### config.mk
export PLATFORM = sky130hd
export DESIGN_NAME = pld_parser
export DESIGN_NICKNAME = d
export VERILOG_FILES = /design/src/verilog/pld_pkg.sv /design/src/verilog/pld_fifo.sv /design/src/verilog/pld_parser.sv
export SDC_FILE = /design/constraint.sdc
export NUM_CORES = 1
export LEC_CHECK = 0
export ABC_AREA = 1
export BUFFER_PORTS_ARGS = -buffer_cell sky130_fd_sc_hd__buf_2
export CAP_MARGIN = 20
export CELL_PAD_IN_SITES_DETAIL_PLACEMENT = 0
export CELL_PAD_IN_SITES_GLOBAL_PLACEMENT = 1
export CORE_MARGIN = 5
export CORE_UTILIZATION = 44
export CTS_CLUSTER_SIZE = 8
export DETAILED_ROUTE_END_ITERATION = 8
export PLACE_DENSITY = 0.78
export SYNTH_ARGS = -nofsm -noshare
export SYNTH_HDL_FRONTEND = slang
export SYNTH_SLANG_ARGS = --single-unit
### constraint.sdc
create_clock -name ref_clk -period 2.2 [get_ports ref_clk]
set_input_delay 0.33 -clock ref_clk [delete_from_list [all_inputs] [get_ports ref_clk]]
set_output_delay 0.33 -clock ref_clk [all_outputs]
set_load 0.05 [all_outputs]
### src/verilog/pld_pkg.sv
// Package for the policy, label and locator descriptor parser
package pld_pkg;
    localparam logic [7:0] TAG_POLICY = 8'hAF;
    localparam logic [7:0] TAG_LABEL = 8'hB0;
    localparam logic [7:0] TAG_LOCATOR = 8'hB1;
    localparam logic [7:0] CHAR_SEPARATOR = 8'h3B;
    localparam int POLICY_BITS = 12;
    localparam int POLICY_BYTES = 2;
    localparam int BIT_ALL = 0;
    localparam logic [POLICY_BITS-1:0] POLICY_RESET = 12'h000;
    localparam int FIFO_DEPTH = 16;
    localparam int FIFO_WIDTH = 11;
    localparam logic [1:0] KIND_LABEL = 2'h1;
    localparam logic [1:0] KIND_LOCATOR = 2'h2;

    // One output byte with its marks
    typedef struct packed {
        logic [1:0] kind;
        logic sep;
        logic [7:0] data;
    } pld_out_t;

    typedef enum logic [1:0] {ST_TAG, ST_LEN, ST_BODY} pld_state_t;
endpackage : pld_pkg
### src/verilog/pld_fifo.sv
// Parameterised flip-flop FIFO with valid and ready on both sides
module pld_fifo #(
    parameter int WIDTH = 11,
    parameter int DEPTH = 16
) (
    input wire logic ref_clk, // Clock
    input wire logic reset, // Async reset, active high
    input wire logic clkEn, // Clock enable
    input wire logic [WIDTH-1:0] inData, // Write data
    input wire logic inValid, // Write request
    output logic inReady, // Not full
    output logic [WIDTH-1:0] outData, // Head word
    output logic outValid, // Not empty
    input wire logic outReady // Drain accepts
);
    localparam int AW = $clog2(DEPTH);
    // Wrap-bit pointers only work for a power-of-two depth; refuse the rest at elaboration
    if (DEPTH < 2 || (1 << AW) != DEPTH || WIDTH < 1) begin : g_badParam
        $error("pld_fifo: DEPTH must be a power of two, at least 2, WIDTH at least 1");
    end

    logic [WIDTH-1:0] mem [DEPTH];
    logic [AW:0] wrPtr_reg;
    logic [AW:0] rdPtr_reg;
    wire doWrite = clkEn && inValid && inReady;
    wire doRead = clkEn && outValid && outReady;

    // Full when pointers differ only in wrap bit
    assign inReady = (wrPtr_reg != {~rdPtr_reg[AW], rdPtr_reg[AW-1:0]});
    assign outValid = (wrPtr_reg != rdPtr_reg);
    assign outData = mem[rdPtr_reg[AW-1:0]];

    // Storage has no reset; pointers decide what is valid
    always_ff @(posedge ref_clk) begin
        if (doWrite) begin
            mem[wrPtr_reg[AW-1:0]] <= inData;
        end
    end

    // Pointer update
    always_ff @(posedge ref_clk or posedge reset) begin
        if (reset) begin
            wrPtr_reg <= '0;
            rdPtr_reg <= '0;
        end else begin
            if (doWrite) wrPtr_reg <= wrPtr_reg + 1'b1;
            if (doRead) rdPtr_reg <= rdPtr_reg + 1'b1;
        end
    end
endmodule : pld_fifo

### src/verilog/pld_parser.sv
// Byte-serial parser for policy, service label and locator descriptors
// Contract
// - Policy descriptor has tag AF, then an 8-bit payload byte count.
// - Payload bytes concatenate; MSB of first byte is vector bit zero.
// - A vector bit of one means that policy is denied.
// - Bits not carried because of shortening read as zero.
// - Bits 0..11 map to all, RF, virtual, exec, ext, overlay, ... prefs.
// - Bit zero set reports every individual policy as denied.
// - Service label descriptor has tag B0, length counts label bytes.
// - Semicolon in a label separates service names and is flagged.
// - Locator descriptor has tag B1, length counts locator bytes.
// - Read exactly length payload bytes, then expect the next tag.
module pld_parser
    import pld_pkg::*;
(
    input wire logic ref_clk, // Clock, 100 MHz
    input wire logic reset, // Async reset, active high
    input wire logic clkEn, // Freezes all state when low
    input wire logic [7:0] inByte, // Descriptor byte from demultiplexer
    input wire logic inValid, // Byte present
    output logic inReady, // Parser can take a byte
    output logic [POLICY_BITS-1:0] policyDenied, // Per-policy denial flags
    output logic policyUpdate, // Pulse when flags reloaded
    output logic [7:0] outByte, // Label or locator byte
    output logic [1:0] outKind, // 1 label, 2 locator
    output logic outSep, // Byte is a name separator
    output logic outLast, // Reserved, always low
    output logic outValid, // Output byte present
    input wire logic outReady // Downstream accepts
);
    pld_state_t state_reg;
    logic [7:0] tag_reg;
    logic [7:0] remain_reg;
    logic [7:0] byteIdx_reg;
    logic [POLICY_BITS-1:0] collect_reg;
    logic [POLICY_BITS-1:0] policy_reg;
    logic update_reg;
    logic [FIFO_WIDTH-1:0] headWord_reg;
    logic headValid_reg;
    logic headLast_reg;

    // FIFO wires
    logic fifoInReady;
    logic [FIFO_WIDTH-1:0] fifoOutData;
    logic fifoOutValid;
    logic fifoPush;
    pld_out_t pushWord;

    // Decode of the current byte
    wire take = clkEn && inValid && inReady;
    wire isPolicy = (tag_reg == TAG_POLICY);
    wire isLabel = (tag_reg == TAG_LABEL);
    wire isLocator = (tag_reg == TAG_LOCATOR);
    wire isText = isLabel || isLocator;
    wire lastBody = (remain_reg == 8'h01);
    // Stall input only when a text byte must be pushed into a full FIFO
    assign inReady = !(state_reg == ST_BODY && isText && !fifoInReady);
    assign fifoPush = take && state_reg == ST_BODY && isText;
    assign pushWord = '{kind: (isLabel ? KIND_LABEL : KIND_LOCATOR),
                        sep: isLabel && (inByte == CHAR_SEPARATOR),
                        data: inByte};

    // Merge a policy byte into the vector; bit i sits at byte i/8, bit 7-i%8
    logic [POLICY_BITS-1:0] mergedBits;
    genvar gi;
    generate
        for (gi = 0; gi < POLICY_BITS; gi++) begin : g_bit
            // bits above 11 never land anywhere
            assign mergedBits[gi] = (byteIdx_reg == 8'(gi / 8)) ?
                inByte[7 - (gi % 8)] : collect_reg[gi];
        end
    endgenerate

    // Bit zero overrides every policy
    wire [POLICY_BITS-1:0] finalBits =
        mergedBits[BIT_ALL] ? {POLICY_BITS{1'b1}} : mergedBits;

    // Descriptor walk
    always_ff @(posedge ref_clk or posedge reset) begin
        if (reset) begin
            state_reg <= ST_TAG;
            tag_reg <= 8'h00;
            remain_reg <= 8'h00;
            byteIdx_reg <= 8'h00;
            collect_reg <= POLICY_RESET;
        end else if (take) begin
            case (state_reg)
                ST_TAG: begin
                    tag_reg <= inByte;
                    state_reg <= ST_LEN;
                end
                ST_LEN: begin
                    remain_reg <= inByte;
                    byteIdx_reg <= 8'h00;
                    collect_reg <= POLICY_RESET; // uncarried bits stay zero
                    state_reg <= (inByte == 8'h00) ? ST_TAG : ST_BODY;
                end
                ST_BODY: begin
                    remain_reg <= remain_reg - 8'h01;
                    byteIdx_reg <= byteIdx_reg + 8'h01;
                    collect_reg <= mergedBits;
                    if (lastBody) state_reg <= ST_TAG;
                end
                default: state_reg <= ST_TAG;
            endcase
        end
    end

    // Policy flags load only when a whole policy descriptor has arrived
    always_ff @(posedge ref_clk or posedge reset) begin
        if (reset) begin
            policy_reg <= POLICY_RESET;
            update_reg <= 1'b0;
        end else if (clkEn) begin
            update_reg <= 1'b0;
            if (take && isPolicy && state_reg == ST_BODY && lastBody) begin
                policy_reg <= finalBits;
                update_reg <= 1'b1;
            end else if (take && state_reg == ST_LEN && inByte == 8'h00 &&
                         tag_reg == TAG_POLICY) begin
                policy_reg <= POLICY_RESET; // empty payload, nothing denied
                update_reg <= 1'b1;
            end
        end
    end

    pld_fifo #(
        .WIDTH(FIFO_WIDTH),
        .DEPTH(FIFO_DEPTH)
    ) u_fifo (
        .ref_clk(ref_clk),
        .reset(reset),
        .clkEn(clkEn),
        .inData(pushWord),
        .inValid(fifoPush),
        .inReady(fifoInReady),
        .outData(fifoOutData),
        .outValid(fifoOutValid),
        .outReady(!headValid_reg || outReady)
    );

    // Output register stage so outputs come from flops
    wire headLoad = fifoOutValid && (!headValid_reg || outReady);
    always_ff @(posedge ref_clk or posedge reset) begin
        if (reset) begin
            headWord_reg <= '0;
            headValid_reg <= 1'b0;
            headLast_reg <= 1'b0;
        end else if (clkEn) begin
            if (headLoad) begin
                headWord_reg <= fifoOutData;
                headValid_reg <= 1'b1;
                headLast_reg <= 1'b0;
            end else if (outReady) begin
                headValid_reg <= 1'b0;
            end
        end
    end

    pld_out_t headView;
    assign headView = headWord_reg;
    assign outByte = headView.data;
    assign outKind = headView.kind;
    assign outSep = headView.sep;
    assign outLast = headLast_reg;
    assign outValid = headValid_reg;
    assign policyDenied = policy_reg;
    assign policyUpdate = update_reg;
endmodule : pld_parser

==> After elaboration in Yosys (flattened, before gate mapping) <==
Memories as Yosys holds them, arrays and structs flattened. A register that Yosys moved wholly into a read port is not among the register bits.
Cells that the tools add are included.
W data, S select, Z words.
{ "word_totals": {"register_bits": 62, "ram_bits": 176, "output_inout_bits": 27, "elab_cells": 90, "memories": 1} }
{ "mem_list": {"columns": ["memory", "depth", "word_bits", "read_ports", "rd_clocked_by_memory_dff", "write_ports", "line", "text"], "rows": [
  ["u_fifo.mem", 16, 11, 1, 1, 1, "pld_fifo.sv:22", "logic [WIDTH-1:0] mem [DEPTH];"]
]} }
{ "op_classes": {"add_sub_neg": 4, "n_eq_ne": 11, "n_mux": 28, "bitwise_logic": 1, "reduce_logical": 35} }
{ "op_table": {"columns": ["cell", "count"], "rows": [
  ["$mux W12", 3],
  ["$pmux W8 S2", 2],
  ["$eq A8 B8 Y1 const B", 3],
  ["$pmux W12 S2", 1],
  ["$logic_and A1 B1 Y1", 18],
  ["$mux W1", 18],
  ["$eq A8 B1 Y1 const B", 2],
  ["$logic_not A8 Y1", 2],
  ["$reduce_and A2 Y1", 6],
  ["$add A5 B1 Y5 const B", 2],
  ["$ne A5 B5 Y1", 2],
  ["$add A8 B1 Y8 const B", 1],
  ["$eq A8 B6 Y1 const B", 1],
  ["$sub A8 B1 Y8 const B", 1],
  ["$mux W2", 3],
  ["$pmux W2 S3", 1],
  ["$reduce_bool A2 Y1", 3],
  ["$logic_not A1 Y1", 3],
  ["$eq A2 B1 Y1 const B", 1],
  ["$eq A2 B2 Y1 const B", 1],
  ["$logic_not A2 Y1", 1],
  ["$logic_or A1 B1 Y1", 2],
  ["$ne A2 B2 Y1 const B", 1],
  ["$not A1 Y1", 1]
]} }

==> Depth between registers and ports, before layout <==
Gate-level depths: netlist of run 1.
{ "depth": {"depth_word": 12, "mapped_depth": 12, "depth_no_buf": 11} }

==> Hierarchy <==
A second synthesis of run 1 with hierarchy kept.
{ "hier_totals": {"cells_unflattened": 1078, "hier_area_um2": 11217.0} }
{ "modules_own_cells": {"columns": ["module", "instances", "cells_each", "area_each_um2", "seq_area_each_um2"], "rows": [
  ["pld_fifo", 1, 651, 7699.9, 5535.3],
  ["pld_parser", 1, 427, 3517.1, 1576.5]
]} }

==> Least setup slack after synthesis of run 1 <==
No wires, ideal clock.
{ "synth_timing": {"path_type": "register to register", "from": "register tag_reg[3]", "to": "memory u_fifo.mem[0][8], data pin", "setup_time_ps": 327, "arrival_time_ps": 2090, "required_ps": 1873, "slack_ps": -217, "path_stages_with_launch": 8, "cell_sequence": "dfrtp_1 -> inv_1 -> nand2_1 -> nor2_1 -> nand2_1 -> nor2_1 -> inv_1 -> nor3_1"} }
{ "synth_rtl": {"columns": ["element", "line", "text"], "rows": [
  ["start, declared", "pld_parser.sv:32", "logic [7:0] tag_reg;"],
  ["start signal, assigned", "pld_parser.sv:89", "tag_reg <= inByte;"],
  ["end, declared", "pld_fifo.sv:22", null]
]} }

==> Final worst setup path of run 1 <==
{ "layout_timing": {"from": "register u_fifo.wrPtr_reg[0]", "to": "output port inReady"} }
{ "layout_between": {"elab_chain_len": 4} }
{ "layout_rtl": {"columns": ["element", "line", "text"], "rows": [
  ["start, declared", "pld_fifo.sv:23", "logic [AW:0] wrPtr_reg;"],
  ["start signal, assigned", "pld_fifo.sv:46", "if (doWrite) wrPtr_reg <= wrPtr_reg + 1'b1;"],
  ["$ne A5 B5 Y1", "pld_fifo.sv:29", "assign inReady = (wrPtr_reg != {~rdPtr_reg[AW], rdPtr_reg[AW-1:0]});"],
  ["$logic_not A1 Y1", "pld_parser.sv:57", "assign inReady = !(state_reg == ST_BODY && isText && !fifoInReady);"],
  ["$logic_and A1 B1 Y1", "pld_parser.sv:57", null],
  ["$logic_not A1 Y1", "pld_parser.sv:57", null],
  ["end, declared", "pld_parser.sv:21", "output logic inReady,"]
]} }
No other way between the ends.

==> results of run 1 <==
-- power groups by stage --
stage          Clock, uW  Sequential, uW  Combinational (uW)
2_1_floorplan          0            6060                3310
3_3_place_gp           0            5790                5150
3_5_place_dp           0            5790                5180
4_1_cts             5340            5720                5220
5_1_grt             5550            5780                5820
6_report            5230            5720                5230
-- kinds of logic (layout without fill, tap and decap cells) --
kind of cell / Yosys count / in the layout / synth area share
and+or+nand+nor: 451 / 452 / 0.169
AOI/OAI and AO/OA: 191 / 191 / 0.0958
adders and majority gates: 13 / 13 / 0.0150
xor gates and xnor gates: 22 / 22 / 0.0178
buffers and inverters: 123 / 215 / 0.0469
other: 1 / 1 / 0.000345
DFF: 249 / 249 / 0.655
-- worst max-delay path, stage by stage (launching register included) --
cell and delay [ns]:
dfrtp_1 0.38, buf_4 0.17, xnor2_1 0.14, nand2_1 0.10, nor2_4 0.15, nand3_4 0.11
buf_4 0.22
-- cell usage in the layout (no fill, tap or decap), types with 2 or more instances in the layout --
master / instances
o211ai_1: 22
dfrtp_1: 71
nand3_2: 3
clkbuf_1: 15
nand2_1: 224
buf_2: 37
o21ai_1: 27
o22ai_1: 23
nand4_1: 5
inv_1: 62
clkbuf_16: 39
o21ai_0: 117
nand2_2: 4
xnor2_1: 5
edfxtp_1: 176
nor3_1: 7
buf_12: 4
xor2_1: 17
nor2_4: 2
nand3_1: 38
dfrtp_2: 2
buf_4: 46
a21oi_1: 2
ha_1: 13
inv_2: 7
nor2_1: 162
-- layer usage --
metal	up-vias	GRT usage	routed length (um)
met5	-	0	0
met4	0	0.0768	930
met3	66	0.0284	1250
met2	205	0.334	13600
met1	3683	0.249	11400
li1	3707	-	-
-- per-stage QoR --
step | setup slack [ns] | cell area, sq um | total power (uW) | hold slack, ns
6_report | 0.0968 | 12700 | 16200 | 0.134
3_5_place_dp | 0.132 | 11600 | 11000 | 0.452
3_3_place_gp | 0.130 | 11600 | 10900 | 0.448
4_1_cts | 0.0157 | 12700 | 16300 | 0.120
5_1_grt | 0.00617 | 12700 | 17200 | 0.160
2_1_floorplan | 0.0167 | 10900 | 9370 | 0.429
-- timing repair --
action	4_1_cts	5_1_grt
resized for setup	0	9
endpoints found under the hold margin	73	0
setup endpoints to repair	0	166
hold buffers	1	0
-- layout make-up --
type	instances	area [sq um]	share of cell area
repair buffers	88	621	0.0487
inverters	70	267	0.0209
well taps	324	405	0.0318
multi-input cells	679	3260	0.256
clock inverters	3	43.8	0.00344
clock buffers	54	1030	0.0810
flip-flops and latches	249	7110	0.558
-- worst max path at each step --
stage,startpoint,endpoint,slack [ns],cells past startpoint
global route,tag_reg[2],inReady,0.006,7
detailed placement,state_reg[0],u_fifo.mem[5][8],0.13,9
finish,u_fifo.wrPtr_reg[0],inReady,0.1,6
global placement,state_reg[0],u_fifo.mem[13][10],0.13,9
CTS,u_fifo.wrPtr_reg[1],inReady,0.02,7
floorplan,reset,byteIdx_reg[0],0.02,1
==> run_results.csv, run 1 <==
group,metric,value,unit
worst_setup_path,r2r_start,"state_reg[0]",
worst_setup_path,reg2reg_depth,9,
sta,setup_tns,0,ns
worst_setup_path,worstSetupEndpointType,"output pin",
floorplanning,coreArea,24300,sq um
synth,ys_ff_latch,249,
synth,synth_cell_types,32,
sta,maxSlewHeadroom,0.556,
worst_setup_path,cp.required,1.87,ns
cts,cts.sinks,249,
synth,synth_top_area_frac,0.487,
global_route,grt_start_max_net_pins,74,
synth,synthTopCellsByArea,"edfxtp_1 (49%), dfrtp_1 (17%), nand2_1 (7.9%), nor2_1 (5.6%), o21ai_0 (5.4%)",
sta,finClkSkew,0.0190,ns
synth,synth_edf_count,176,
worst_setup_path,worstSetupStartpointType,"flip-flop",
global_route,track_usage,0.194,
drt,vias,7661,
finish,fin_nets,1151,
worst_setup_path,critPathArrivalTime,1.77,ns
floorplanning,initial_utilization,0.446,
drt,ant_nets,0,
synth,seq_area_frac_synth,0.655,
worst_setup_path,r2r_slack,0.20,ns
sta,rsz0062_at_grt,"false",
finish,num-fill-cells,2204,
cts,insertion_delay,0.50,ns
sta,finalCriticalPeriod,2.10,ns
worst_setup_path,reg2reg_to,"u_fifo.mem[10][1]",
power,internal-power,10300,uW
cts,path_clk_slew,0.05,ns
power,switching_share,0.365,
synth,postSynthCellCount,1050,
placement,dp_cells,1408,
synth,syn_nets,1076,
placement,post-dp-hpwl,17.5,mm
power,switching_power,5900,uW
sta,post-route-period-util,0.956,
finish,finalNonFillerCells,1467,
global_route,first_global_vias,7575,
worst_hold_path,hold-path-cell-count,4,
synth,synth_common_cells,"nand2_1 (227), edfxtp_1 (176), nor2_1 (162), o21ai_0 (117), dfrtp_1 (73)",
finish,syn_to_final_growth,17.4,%
cts,cts_tree,"done",
worst_hold_path,hp-start,"clkEn",
finish,antenna_cells,0,
synth,syn_area,10900,sq um
drt,drtPass1Iterations,5,
synth,synth_flop_cell,"edfxtp_1",
synth,yosysMostFrequentCell,"nand2_1",
placement,io_buffers,38,
sta,hold_violations,0,
cts,ctsHtreeMaxLevel,2,
worst_setup_path,crit_fanout,6,
sta,max_freq,475,MHz
drt,drt_wl_total,27.2,mm
finish,utilization,0.524,
floorplanning,num_rows,57,
worst_setup_path,critical_path_class,"reg2out",
drt,wl_per_cell,18.5,um
worst_hold_path,hp-class,"in2reg",
drt,drt_iter0_markers,501,
floorplanning,io_pins,40,
worst_hold_path,min_to,"policyUpdate",
sta,worst_pin_slew,0.664,ns
global_route,globalRoute.totalOverflow,0,
power,clock_power_share,0.323,
cts,cts_made_buffers,37,
floorplanning,dieWidth,167,um
drt,drc_errors,0,
cts,clock_tree.root_cell,"clkbuf_16",
global_route,grt_pass1_wl,42.7,mm
sta,finalSetupViolations,0,
status,outcome,"complete, no violations",
placement,gp_congestion,0.868,
floorplanning,die_h,167,um
synth,synth_async_sr_flop_share,0.293,
power,vdd_drop_max,0.798,mV
power,pwr-share-seq,0.354,
drt,vias_per_cell,5.22,
finish,layout-drive-gt1-share,0.133,
synth,yosys_warnings,0,
global_route,grt_antenna_before_repair,0,
power,pwr-share-comb,0.323,
synth,synth_area_leader_cell,"edfxtp_1",
finish,largest_reg_flops,176,
power,p_leak,0.00507,uW
synth,synth.avg_cell_area,10.3,sq um
cts,postCtsSetupBuffers,0,
power,p_per_area,1270,nW/um^2
floorplanning,die_area,27900,sq um
sta,slew_viol_final,0,
flow_run,cap_viol_max_count,0,
cts,cts_max_path_buffers,3,
No activity file was read; power rests on OpenSTA's default activity.
==> run 2, diff against run 1 <==
Clock period 2.2 ns to 1.9 ns, I/O delays scaled along.
==> run_results.csv, run 2 (synthesis gave the netlist of run 1 again) <==
group,metric,value,unit
global_route,first_global_vias,8171,
global_route,grt_use_met3,0.0303,
floorplanning,num_rows,57,
drt,vias,8207,
floorplanning,initial_utilization,0.446,
status,outcome,"finished, violations left",
power,internal-power,12500,uW
sta,rsz0062_at_grt,"true",
worst_setup_path,slowest_delay,0.38,ns
power,switching_power,7520,uW
worst_setup_path,critPathArrivalTime,1.79,ns
sta,layout_setup_ws,-0.178,ns
global_route,track_usage,0.213,
sta,finClkSkew,0.0270,ns
worst_setup_path,crit_family,"buffers and inverters",
finish,antenna_cells,0,
sta,finalSetupViolations,139,
finish,fin_nets,1227,
global_route,grt_antenna_before_repair,0,
worst_setup_path,cp.required,1.62,ns
worst_setup_path,cpMostUsedCell,"buf_6",
global_route,grt_pass1_wl,46.7,mm
drt,drt_iter0_markers,738,
drt,vias_per_cell,5.33,
cts,cts_tree,"done",
cts,insertion_delay,0.52,ns
placement,post-dp-hpwl,18.3,mm
worst_setup_path,cp_slowest_cell,"dfrtp_1",
sta,hold_violations,0,
drt,ant_nets,0,
drt,drc_errors,0,
flow_run,cap_viol_max_count,0,
cts,ctsHtreeMaxLevel,2,
placement,io_buffers,38,
power,clock_power_share,0.296,
global_route,globalRoute.totalOverflow,0,
global_route,busiest_layer,"met2",
floorplanning,io_pins,40,
finish,mostFrequentLayoutCells,"nand2_1 (220), edfxtp_1 (176), nor2_1 (138), o21ai_0 (74), dfrtp_1 (71)",
sta,post-route-period-util,1.09,
sta,finalCriticalPeriod,2.08,ns
placement,place_ws,-0.143,ns
worst_setup_path,startpoint,"tag_reg[6]",
worst_setup_path,worstSetupEndpointType,"output pin",
cts,clock_tree.root_cell,"clkbuf_16",
global_route,grt_start_max_net_pins,74,
sta,max_freq,481,MHz
sta,slew_viol_final,0,
worst_setup_path,path_cells,"inv_1 > nand2_2 > nor2_2 > nand2_1 > buf_6 > nor2_4 > nand3_4 > buf_6 > buf_8",
worst_setup_path,r2r_slack,-0.10,ns
finish,layout-drive-gt1-share,0.231,
power,p_per_area,1430,nW/um^2
worst_setup_path,critical_path_class,"reg2out",
drt,drtPass1Iterations,5,
power,vdd_drop_max,0.971,mV
cts,cts.sinks,249,
finish,syn_to_final_growth,28.7,%
power,pwr-share-seq,0.329,
finish,final_common_cell,"nand2_1",
cts,cts_made_buffers,37,
power,p_leak,0.00559,uW
power,finalPower,20000,uW
finish,largest_reg_flops,176,
worst_hold_path,hp-start,"outReady",
worst_setup_path,r2r_start,"tag_reg[6]",
power,pwr-share-comb,0.375,
placement,gp_congestion,0.842,
global_route,met2_usage,0.364,
worst_setup_path,crit_fanout,3,
drt,wl_per_cell,19.7,um
floorplanning,die_h,167,um
floorplanning,coreArea,24300,sq um
cts,cts_max_path_buffers,3,
status,violations,"setup timing",
power,switching_share,0.375,
floorplanning,dieWidth,167,um
floorplanning,die_area,27900,sq um
cts,path_clk_slew,0.06,ns
drt,drt_wl_total,30.3,mm
global_route,grtUsageMet1,0.278,
worst_hold_path,hp-class,"in2reg",
worst_setup_path,worstSetupStartpointType,"flip-flop",
worst_setup_path,crit_buf_inv,4,
run 2: what timing repair did:
action | CTS | global route
resized for setup | 66 | 138
pin swaps | 9 | 31
endpoints found under the hold margin | 73 | 0
hold buffers | 1 | 0
cloned | 12 | 12
setup buffers | 9 | 12
endpoints found under the setup margin | 193 | 238
run 2: path summary, 6_finish.rpt:
kind,cells after the start,endpoint
setup / recovery,9,inReady
setup reg to reg,12,u_fifo.mem[14][7]
hold / removal,4,outValid
hold reg to reg,2,collect_reg[2]
min in group asynchronous,4,headView[7]
max in group asynchronous,4,byteIdx_reg[6]
run 2: area by class of cell:
cell class | instances | area [sq um]
repair buffers | 157 | 1430
repair inverters | 1 | 6.26
flip-flops and latches | 249 | 7110
clock buffers | 51 | 1000
multi-input cells | 685 | 3670
fillers | 2033 | 10400
clock inverters | 3 | 45.0
inverters | 70 | 293
well taps | 324 | 405
run 2: power groups by stage:
stage | clock [uW] | combinational (uW) | sequential (uW)
detailed placement | 0 | 6340 | 6680
global placement | 0 | 6290 | 6670
CTS | 6000 | 6740 | 6600
floorplan | 0 | 3830 | 7020
finish | 5930 | 7510 | 6600
global route | 6270 | 8260 | 6640
run 2: through the flow:
stage | std cells | instance area (sq um) | hold slack [ns] | utilization | TNS [ns]
after floorplan | 1050 | 10900 | 0.384 | - | -23.55
after global placement | 1443 | 11900 | 0.425 | 0.490 | -6.97
after detailed placement | 1443 | 11900 | 0.429 | 0.490 | -12.14
after CTS | 1519 | 13400 | 0.0787 | 0.553 | -0.361
after global routing | 1540 | 14000 | 0.130 | 0.574 | -27.43
final | 1540 | 14000 | 0.0892 | 0.574 | -8.54
run 2: metal layers:
layer | vias to the layer above | share of wire | wire [um]
met5 | - | 0 | 0
li1 | 3878 | - | -
met3 | 64 | 0.058 | 1760
met2 | 306 | 0.50 | 15200
met1 | 3959 | 0.41 | 12400
met4 | 0 | 0.033 | 1000
run 2: worst reg2reg max path, cell delays in order (launching register included):
cell and delay [ns]:
dfrtp_1 0.38, inv_1 0.07, nand2_2 0.05, nor2_2 0.10, nand2_1 0.09, nor3_2 0.18, nand2_1 0.11, inv_2 0.10
buf_6 0.12, buf_12 0.13, nand2_8 0.08, nor2_4 0.14, buf_6 0.15
==> run 3, diff against run 2 <==
Settings changed: TNS_END_PERCENT from default to 5.
==> run_results.csv, run 3 (synthesis gave the netlist of run 1 again) <==
group,metric,value,unit
sta,max_freq,478,MHz
sta,slew_viol_final,0,
worst_setup_path,r2r_start,"tag_reg[3]",
cts,insertion_delay,0.51,ns
finish,largest_reg_flops,176,
power,finalPower,19100,uW
worst_setup_path,cp.required,1.62,ns
sta,finalSetupViolations,111,
status,violations,"setup timing",
worst_hold_path,hp-class,"in2reg",
sta,hold_violations,0,
drt,vias,7881,
floorplanning,die_area,27900,sq um
sta,maxSlewHeadroom,0.629,
status,outcome,"finished, violations left",
worst_setup_path,reg2reg_depth,12,
sta,timing.hold.ws,0.0934,ns
sta,rsz0062_at_grt,"true",
worst_hold_path,hold-path-cell-count,4,
sta,layout_setup_ws,-0.193,ns
finish,fin_area,13400,sq um
drt,wl_per_cell,18.3,um
cts,cts_tree,"done",
cts,cts_made_buffers,37,
drt,drtPass1Iterations,5,
flow_run,cap_viol_max_count,0,
worst_setup_path,reg2reg_to,"u_fifo.mem[12][7]",
worst_setup_path,r2r_slack,-0.09,ns
finish,utilization,0.549,
cts,cts.sinks,249,
finish,finalNonFillerCells,1514,
floorplanning,num_rows,57,
drt,vias_per_cell,5.21,
sta,finalCriticalPeriod,2.09,ns
finish,final_common_cell,"nand2_1",
worst_hold_path,min_to,"outValid",
floorplanning,io_pins,40,
floorplanning,coreArea,24300,sq um
cts,cts_max_path_buffers,3,
global_route,grt_start_max_net_pins,74,
drt,drt_iter0_markers,682,
worst_setup_path,worstSetupEndpointType,"output pin",
finish,layout-drive-gt1-share,0.190,
worst_setup_path,crit_fanout,3,
placement,post-dp-hpwl,17.7,mm
global_route,globalRoute.totalOverflow,0,
worst_hold_path,hp-start,"outReady",
sta,finClkSkew,0.0243,ns
cts,ctsHtreeMaxLevel,2,
global_route,grt_antenna_before_repair,0,
sta,post-route-period-util,1.10,
placement,gp_congestion,0.865,
cts,clock_tree.root_cell,"clkbuf_16",
power,p_leak,0.00537,uW
floorplanning,dieWidth,167,um
floorplanning,die_h,167,um
finish,mostFrequentLayoutCells,"nand2_1 (221), edfxtp_1 (176), nor2_1 (144), o21ai_0 (117), dfrtp_1 (71)",
global_route,track_usage,0.196,
sta,worst_pin_slew,0.556,ns
floorplanning,initial_utilization,0.446,
placement,io_buffers,38,
placement,placed_cell_area,11900,sq um
global_route,first_global_vias,7865,
cts,path_clk_slew,0.05,ns
global_route,grt_pass1_wl,43.2,mm
drt,ant_nets,0,
drt,drt_wl_total,27.7,mm
finish,fin_nets,1199,
finish,syn_to_final_growth,23.0,%
power,p_per_area,1430,nW/um^2
drt,drc_errors,0,
worst_setup_path,worstSetupStartpointType,"flip-flop",
placement,dp_cells,1442,
finish,antenna_cells,0,
power,vdd_drop_max,0.998,mV
worst_setup_path,critical_path_class,"reg2out",
worst_setup_path,critPathArrivalTime,1.81,ns
run 3: cell types whose count changed in the layout (fill, tap and decap cells not counted), moves of 6 or more:
cell     before  now
buf_6        42   27
o21ai_2      11    0
nor2_4       22    9
o21ai_0      74  117
nor2_1      138  144
o21ai_1      59   27
o22ai_2       6    0
o22ai_1      17   23
run 3: layout make-up:
cell class / count / area (sq um)
clock buffers: 52 / 982
clock inverters: 4 / 27.5
fillers: 2107 / 11000
inverters: 70 / 272
multi-input cells: 679 / 3410
flip-flops and latches: 249 / 7110
well taps: 324 / 405
repair buffers: 136 / 1140
run 3: how the worst max path moves through the flow:
stage,cells after the start,start,end
final,7,u_fifo.rdPtr_reg[2],inReady
after global routing,9,u_fifo.wrPtr_reg[1],inReady
after CTS,7,u_fifo.wrPtr_reg[2],inReady
after detailed placement,10,state_reg[0],u_fifo.mem[0][3]
after global placement,10,state_reg[0],u_fifo.mem[0][0]
after floorplan,8,state_reg[0],u_fifo.mem[11][0]
run 3: per-layer routing:
layer	vias to the layer above	global-route usage	wire, um
li1	3795	-	-
met3	45	0.0351	1390
met1	3859	0.250	11400
met5	-	0	0
met4	0	0.0644	728
met2	182	0.339	14200
run 3: critical path: stages, from the launching register on:
cell	delay, ns
dfrtp_1	0.39
xnor2_1	0.16
nand2_1	0.12
buf_6	0.14
nor2_4	0.10
nand3_4	0.11
buf_6	0.14
buf_8	0.14
run 3: timing repair:
item,in CTS,in global routing
hold endpoints to repair,73,0
hold buffers,1,0
buffers inserted,4,8
setup endpoints to repair,185,236
gates cloned,0,3
pin swaps,7,17
gates resized for setup,27,59
run 3: through the flow:
step | setup WS [ns] | TNS (ns)
floorplan | -0.179 | -27.49
global placement | -0.180 | -10.12
detailed placement | -0.186 | -12.77
CTS | -0.207 | -1.54
global route | -0.277 | -22.67
finish | -0.193 | -3.75
run 3: where the power goes:
part	internal, uW	total (uW)	leakage [uW]	switching, uW
Combinational	2200	6730	0.00244	4530
Clock	3550	5770	0.000491	2220
Sequential	6280	6560	0.00244	282
Total	12000	19100	0.00537	7040
